[config.mk]
export PLATFORM = sky130hd
export DESIGN_NAME = ppmr_regs
export DESIGN_NICKNAME = d
export VERILOG_FILES = /design/src/hw/ppmr_pkg.sv /design/src/hw/ppmr_sync.sv /design/src/hw/ppmr_wake.sv /design/src/hw/ppmr_regs.sv
export SDC_FILE = /design/constraint.sdc
export NUM_CORES = 1
export LEC_CHECK = 0
export BUFFER_PORTS_ARGS = -buffer_cell sky130_fd_sc_hd__buf_2
export CAP_MARGIN = 20
export CORE_MARGIN = 5
export CORE_UTILIZATION = 38
export DETAILED_ROUTE_END_ITERATION = 10
export HOLD_SLACK_MARGIN = 0.1
export PLACE_DENSITY = 0.83
export SYNTH_ARGS = -nofsm -noshare
export SYNTH_HDL_FRONTEND = slang
export SYNTH_SLANG_ARGS = --single-unit
export TNS_END_PERCENT = 5
[constraint.sdc]
create_clock -name core_clk_in -period 2.05 [get_ports core_clk_in]
set_input_delay 0.1025 -clock core_clk_in [delete_from_list [all_inputs] [get_ports core_clk_in]]
set_output_delay 0.1025 -clock core_clk_in [all_outputs]
set_load 0.05 [all_outputs]
[src/hw/ppmr_pkg.sv]
// constants for the power management capability register set
package ppmr_pkg;
	// byte offsets in configuration space
	localparam logic [7:0] PPMR_OFS_CAP = 8'h46;
	localparam logic [7:0] PPMR_OFS_CSR = 8'h48;
	localparam logic [7:0] PPMR_OFS_EXT = 8'h4A;
	// values after global reset
	localparam logic [15:0] PPMR_CAP_RESET = 16'h7E02;
	localparam logic [15:0] PPMR_CSR_RESET = 16'h0000;
	localparam logic [15:0] PPMR_EXT_VALUE = 16'h0000;
	localparam logic [1:0] PPMR_PS_RESET = 2'h0;
	// capability fields
	localparam int PPMR_CAP_COLD_BIT = 15;
	localparam logic [3:0] PPMR_WAKE_SUPPORT = 4'hF;
	localparam logic [2:0] PPMR_AUX_SELF = 3'h0;
	localparam logic [2:0] PPMR_AUX_55MA = 3'h1;
	localparam logic [2:0] PPMR_CAP_REV = 3'h2;
	// control/status fields
	localparam int PPMR_CSR_STS_BIT = 15;
	localparam int PPMR_CSR_ENB_BIT = 8;
	localparam int PPMR_CSR_PS_LSB = 0;
	// power states
	localparam logic [1:0] PPMR_PS_D0 = 2'h0;
	localparam logic [1:0] PPMR_PS_D1 = 2'h1;
	localparam logic [1:0] PPMR_PS_D2 = 2'h2;
	localparam logic [1:0] PPMR_PS_D3 = 2'h3;
	// cycles from a configuration request to its answer
	localparam int PPMR_ACK_CYCLES = 1;
endpackage

[src/hw/ppmr_sync.sv]
// two flip-flop synchroniser for one level
`timescale 1ns/1ps
module ppmr_sync (
	// clock and reset
	input wire logic core_clk_in,
	input wire logic reset_in,
	// level
	input wire logic async_in,
	output logic sync_out
);
	logic meta;
	logic next_meta;
	logic next_sync;

	always_comb begin
		next_meta = async_in;
		next_sync = meta;
	end

	always_ff @(posedge core_clk_in) begin
		if (reset_in) begin
			meta <= 1'b0;
			sync_out <= 1'b0;
		end else begin
			meta <= next_meta;
			sync_out <= next_sync;
		end
	end
endmodule

[src/hw/ppmr_wake.sv]
// wake status flag and open-drain wake pin drive
`timescale 1ns/1ps
module ppmr_wake (
	// clock and global reset
	input wire logic core_clk_in,
	input wire logic reset_in,
	// control
	input wire logic event_in,
	input wire logic clear_in,
	input wire logic enable_in,
	// state
	output logic status_out,
	output logic pin_oe_out
);
	logic next_status;
	logic next_oe;

	always_comb begin
		// an event in the clearing cycle is kept: set wins
		next_status = event_in | (status_out & ~clear_in); // RULE10 RULE11
		next_oe = next_status & enable_in; // RULE13
	end

	// only the global reset, or clear_in without event_in, clears the flag
	always_ff @(posedge core_clk_in) begin
		if (reset_in) begin // RULE17
			status_out <= 1'b0;
			pin_oe_out <= 1'b0;
		end else begin
			status_out <= next_status;
			pin_oe_out <= next_oe;
		end
	end
endmodule

[src/hw/ppmr_regs.sv]
// power management capability, control/status and extension registers
//
// Function
// RULE1: wake state support field reads 1111b, wake from D3hot, D2, D1, D0.
// RULE2: capability bit 10 fixed one, deep doze state supported.
// RULE3: capability bit 9 fixed one, light doze state supported.
// RULE4: aux current reads 000b when cold wake unsupported, else 001b.
// RULE5: capability bit 5 reads zero, no special initialization needed.
// RULE6: capability bit 3 reads zero, no bus clock needed for wake.
// RULE7: capability revision bits 2 to 0 read 010b.
// RULE8: capability bit 4 reserved, reads zero.
// RULE9: control/status survives the internal reset on D3hot to D0.
// RULE10: wake status sets on every wake event, whatever wake enable holds.
// RULE11: writing one clears wake status and releases the pin; zero no effect.
// RULE12: data scale and data select fields read zero.
// RULE13: wake pin may be driven only while wake enable is one.
// RULE14: wake enable resets to zero; sticky, software clears it on load.
// RULE15: power state field: 00 D0, 01 D1, 10 D2, 11 D3.
// RULE16: control/status bits 7 to 2 reserved, read zero.
// RULE17: wake status, wake enable, power state cleared only by global reset.
// RULE18: extension register is read-only and reads zero.
// RULE19: writes to read-only or reserved fields are ignored.
`timescale 1ns/1ps
module ppmr_regs (
	// clock and global reset
	input wire logic core_clk_in,
	input wire logic reset_in,
	// configuration access, dword addressed
	input wire logic cfg_rd_in,
	input wire logic cfg_wr_in,
	input wire logic [5:0] cfg_dw_addr_in,
	input wire logic [3:0] cfg_be_in,
	input wire logic [31:0] cfg_wdata_in,
	output logic [31:0] cfg_rdata_out,
	output logic cfg_ack_out,
	// wake sources
	input wire logic wake_event_in,
	input wire logic wake_from_cold_capable_in,
	// device side
	output logic wake_oe_out,
	output logic [1:0] power_state_sel_out,
	output logic func_reset_out
);
	import ppmr_pkg::*;

	function automatic logic dword_hit(logic [5:0] dw, logic [7:0] ofs);
		return dw == ofs[7:2];
	endfunction

	// a 16-bit register sits in the low or high half of its dword
	function automatic logic [31:0] place16(logic [7:0] ofs,
		logic [15:0] v);
		return ofs[1] ? {v, 16'h0000} : {16'h0000, v};
	endfunction

	function automatic logic [15:0] take16(logic [7:0] ofs,
		logic [31:0] w);
		return ofs[1] ? w[31:16] : w[15:0];
	endfunction

	function automatic logic lane_on(logic [7:0] ofs, logic [3:0] be,
		logic hi);
		return be[{ofs[1], hi}];
	endfunction

	logic cold_cap_sync;
	logic cold_cap;
	logic next_cold_cap;
	logic wake_enable;
	logic next_wake_enable;
	logic [1:0] next_power_state;
	logic next_func_reset;
	logic [31:0] next_rdata;
	logic next_ack;
	logic wake_status;
	logic csr_hit;
	logic csr_wr_lo;
	logic csr_wr_hi;
	logic [15:0] csr_wdata;
	logic wake_clear;
	logic [15:0] cap_word;
	logic [15:0] csr_word;
	logic [31:0] rd_word;

	// strap crosses in through two flops, then a third flop (cold_cap) updates bit 15
	ppmr_sync u_cold_sync (
		.core_clk_in(core_clk_in),
		.reset_in(reset_in),
		.async_in(wake_from_cold_capable_in),
		.sync_out(cold_cap_sync)
	);

	always_comb begin
		csr_hit = cfg_wr_in && dword_hit(cfg_dw_addr_in, PPMR_OFS_CSR);
		csr_wr_lo = csr_hit && lane_on(PPMR_OFS_CSR, cfg_be_in, 1'b0);
		csr_wr_hi = csr_hit && lane_on(PPMR_OFS_CSR, cfg_be_in, 1'b1);
		csr_wdata = take16(PPMR_OFS_CSR, cfg_wdata_in);
		wake_clear = csr_wr_hi && csr_wdata[PPMR_CSR_STS_BIT]; // RULE11
	end

	ppmr_wake u_wake (
		.core_clk_in(core_clk_in),
		.reset_in(reset_in),
		.event_in(wake_event_in),
		.clear_in(wake_clear),
		.enable_in(next_wake_enable),
		.status_out(wake_status),
		.pin_oe_out(wake_oe_out)
	);

	// capability word is fixed apart from the cold wake bit and the aux current field that follows it
	always_comb begin
		cap_word = PPMR_CAP_RESET;
		cap_word[PPMR_CAP_COLD_BIT] = cold_cap;
		cap_word[14:11] = PPMR_WAKE_SUPPORT; // RULE1
		cap_word[10] = 1'b1; // RULE2
		cap_word[9] = 1'b1; // RULE3
		cap_word[8:6] = cold_cap ? PPMR_AUX_55MA : PPMR_AUX_SELF; // RULE4
		cap_word[5] = 1'b0; // RULE5
		cap_word[4] = 1'b0; // RULE8
		cap_word[3] = 1'b0; // RULE6
		cap_word[2:0] = PPMR_CAP_REV; // RULE7
	end

	always_comb begin
		csr_word = PPMR_CSR_RESET; // RULE12 RULE16
		csr_word[PPMR_CSR_STS_BIT] = wake_status;
		csr_word[PPMR_CSR_ENB_BIT] = wake_enable;
		csr_word[PPMR_CSR_PS_LSB +: 2] = power_state_sel_out;
	end

	// only the writable bits are taken from a write
	always_comb begin
		next_cold_cap = cold_cap_sync;
		next_wake_enable = wake_enable;
		next_power_state = power_state_sel_out;
		next_func_reset = 1'b0;
		if (csr_wr_hi) begin // RULE19
			next_wake_enable = csr_wdata[PPMR_CSR_ENB_BIT]; // RULE14
		end
		if (csr_wr_lo) begin // RULE19
			next_power_state = csr_wdata[PPMR_CSR_PS_LSB +: 2]; // RULE15
		end
		// leaving D3hot for D0 resets the function, not these registers
		if (power_state_sel_out == PPMR_PS_D3 &&
			next_power_state == PPMR_PS_D0) begin // RULE9
			next_func_reset = 1'b1;
		end
	end

	// read data; the extension register always reads zero
	always_comb begin
		rd_word = 32'h0000_0000;
		if (dword_hit(cfg_dw_addr_in, PPMR_OFS_CAP)) begin
			rd_word = rd_word | place16(PPMR_OFS_CAP, cap_word);
		end
		if (dword_hit(cfg_dw_addr_in, PPMR_OFS_CSR)) begin
			rd_word = rd_word | place16(PPMR_OFS_CSR, csr_word);
		end
		if (dword_hit(cfg_dw_addr_in, PPMR_OFS_EXT)) begin
			rd_word = rd_word | place16(PPMR_OFS_EXT, PPMR_EXT_VALUE); // RULE18
		end
		next_ack = cfg_rd_in | cfg_wr_in;
		next_rdata = cfg_rd_in ? rd_word : cfg_rdata_out;
	end

	// the function reset pulse never reaches these flops
	always_ff @(posedge core_clk_in) begin
		if (reset_in) begin // RULE17
			cold_cap <= 1'b0;
			wake_enable <= 1'b0;
			power_state_sel_out <= PPMR_PS_RESET;
			func_reset_out <= 1'b0;
			cfg_rdata_out <= 32'h0000_0000;
			cfg_ack_out <= 1'b0;
		end else begin
			cold_cap <= next_cold_cap;
			wake_enable <= next_wake_enable;
			power_state_sel_out <= next_power_state;
			func_reset_out <= next_func_reset;
			cfg_rdata_out <= next_rdata;
			cfg_ack_out <= next_ack;
		end
	end
endmodule

==> results <==
- The nature of the critical path endpoint is a primary output.
- The source of the worst hold timing path is cfg_wdata_in[15].
- between 80 and 90 I/O pins were placed.
- The clock root buffer master is clkbuf_4.
- The clock passes through at most 2 buffers.
- The synthesized instance count is 94.
- The leading cell type in the layout, fill and taps excluded is buf_2.
- The post-route worst setup slack is 0.939 ns.
- The critical path buffer and inverter count is 1.
- Sequential elements use a little over a third of the synthesized area.
- In this run the biggest area consumer among cell types represents between 30% and 40% of the synthesized area.
- A synthesized cell averages around 9.5 µm².
- Counting the buffers created by CTS gives 3.
- For this block, the initial DRC count from the detailed router was 5.
- After layout, the minimum clock period comes to 1.11 ns.
- The clock tree from TritonCTS is done.
- For the final database, setup skew stands at a little over 0.004 ns.
- The overall die height is around 60 µm.
- The post-placement worst setup slack is ~0.75 ns.
- The startpoint of the worst-slack reg-to-reg timing path is cfg_rdata_out[1].
- The maximum number of pins on one net before global-route repair is 22.
- The final-layout fill cell count is around 230.
- The initial antenna violation count is 0.
- The number of placement rows is 17.
- The final-stage net count is 177.
- Once placement finished, the instance area stood at 957 µm².
- The count of different cell masters after synthesis is 24.
- After detailed routing, the average wire length per cell comes to 10.6 µm.
- Summing all multi-input logic gate instances after layout gives about 430 µm².
- The post-CTS setup repair buffer count is 0.
- Max-cap violations in this run came to 0.
- The clock net in this run drives a total of 16 sinks.
- After detailed routing, the number of vias per cell comes to 4.42.
- For the worst setup path, the data arrival time is a little over 1 ns.
- CTS built an H-tree with a depth of 1.
- Counting flops with a built-in enable in the synthesized netlist gives 0.
- The number of gates resized after CTS was 0.
- The share of cells above drive strength 1 is a little under two fifths.
- In the layout the commonest cells are buf_2, conb_1, dfxtp_1.
- In the synthesized netlist the async set-or-reset flop fraction comes to 0%.
- The sequential cell area is 320 µm².
- The peak clock frequency supported by timing is about 0.90 GHz.
- The number of hold violations in the final report is 0.
- The global route total overflow is 0.
- By startpoint and endpoint, the worst setup path is classified as reg -> out.
- The number of warnings reported in the yosys synthesis log is 0.
- In this run, synthesis produced a sequential element count of 16.
- The count of inserted antenna diode cells is 0.
- Input and output buffers added on the ports amount to 35.
- The global-route wire length before repair is 2460 µm.
- The detailed-routing iteration count for the pre-antenna-repair pass is 3.
- Among all stages on the critical path, the largest delay is contributed by dfxtp_1.
- The die width is approximately 58 µm.
- The initial utilization of the core area, before any placement, comes to approximately 40%.
- The top cell family by delay on the critical path is flip-flops.
- The via count of the first global-routing pass is 600.
- The final wirelength is 1660 µm.
- For this run, the total global-route usage over all layers was measured as about a tenth.
- The post-route antenna net violation count is 0.
- The biggest cell delay along the critical path is about 0.42 ns.
- STA classifies the critical path startpoint as a register.
- The via total after detailed routing is between 600 and 700.
- For the worst setup path, the data required time is ~2 ns.
- In the routed design, unresolved DRC markers number 0.
- The later-pin clock latency in the skew report is roughly 0.28 ns.
- In the post-synthesis netlist, the biggest area contributors are dfxtp_1, buf_4, nor4b_4.
- The critical-path maximum fanout is 8.
- Routability-driven placement finished with a final weighted congestion of a little under 0.8.
- The max-slew violation total from the final report is 0.
- Compared with the post-synthesis result, the final layout area differs by 17.9%.
- The type of the worst min-delay path is in -> reg.
- VDD sags by at most around 0.26 mV.
- Setup repair after global routing left no endpoint under its margin.
- The reported leakage power is between 0.4 and 0.5 nW.
- Setup violations remaining at the end of the flow were counted as 0.
- After clock tree synthesis, the clock-pin slew on the worst setup and hold paths is about 0.09 ns.
- The leading area contributor after synthesis is dfxtp_1.
- The top flip-flop cell by instance count after synthesis is dfxtp_1.
- The summed area of non-filler cells in the final layout is around 1100 µm².
- Walking the worst path, the cells encountered are buf_2.
- The overall die area is approximately 3400 µm².
- The area of the mapped netlist is about 900 µm².
- The total core area is approximately 2200 µm².
- The flow ran to the end, and the final reports show no timing, DRC or antenna violations.
- Tracing the worst setup path back leads to its startpoint at cfg_rdata_out[30].
- Dividing total power by cell area gives a power density of 631 nW/µm².
- The ratio of final minimum period to clock period is between 50% and 60%.
- The final-layout setup total negative slack is 0 ns.
## cell families after synthesis
family	count (synthesis)	synth area share, %
simple gates	36	30.5
buf+inv	29	24.0
flops	16	35.9
mux	2	2.24
other cells	1	0.420
compound gates	10	7.00
## state kept, by name (all words and copies together) (netlist names)
register	cells
wake_enable	1
u_cold_sync.sync_out	1
cfg_rdata_out	6
u_wake.status_out	1
u_cold_sync.meta	1
power_state_sel_out	2
cfg_ack_out	1
cold_cap	1
u_wake.pin_oe_out	1
func_reset_out	1
## through the flow
step | cells | utilization, % | hold slack [ns] | power [mW]
floorplan | 112 | - | 0.174 | 0.461
global placement | 146 | 42.9 | 0.312 | 0.456
detailed placement | 146 | 42.9 | 0.317 | 0.458
CTS | 156 | 47.2 | 0.129 | 0.671
global route | 156 | 47.2 | 0.147 | 0.686
finish | 156 | 47.2 | 0.135 | 0.665
## power by group
group / switching, mW / internal (mW)
registers: 0.00175 / 0.316
logic: 0.111 / 0.0317
clock network: 0.0962 / 0.108
## worst paths after layout
check | to | slack [ns] | cells after the start
worst max-delay path | cfg_rdata_out[17] | 0.94 | 1
worst min-delay path | u_wake.status_out | 0.13 | 4
worst max register to register | cfg_rdata_out[1] | 1.13 | 2
worst min register to register | cold_cap | 0.44 | 1
## cells in the mapped netlist (2+ instances only)
master and instances:
nor2b_1 4, nand4_1 2, nor4b_4 2, a21oi_1 4
mux2i_1 2, dfxtp_1 16, nand2b_1 7, o31ai_1 4
nand3_1 2, nor2_1 3, nand3b_1 2, or3b_2 4
nand2_1 4, nand4b_1 2, clkbuf_1 2, buf_4 26
## routing by layer
| layer | part of all wire [%] | GRT usage, % |
|---|---|---|
| met1 | 36 | 9.59 |
| met2 | 48 | 16.4 |
| met3 | 13 | 3.51 |
| met4 | 2.3 | 5.96 |
| met5 | 0 | 0 |
## cell type report
cell class	count	area share (%)
multi-input cells	67	40.5
flip-flops and latches	16	30.4
repair buffers	41	22.3
clock buffers	4	3.44
well taps	28	3.33
## repair_timing
item	CTS	global route
setup endpoints to repair	0	0
hold endpoints to repair	7	0
hold buffers	6	0
(Power assumes the default switching activity.)
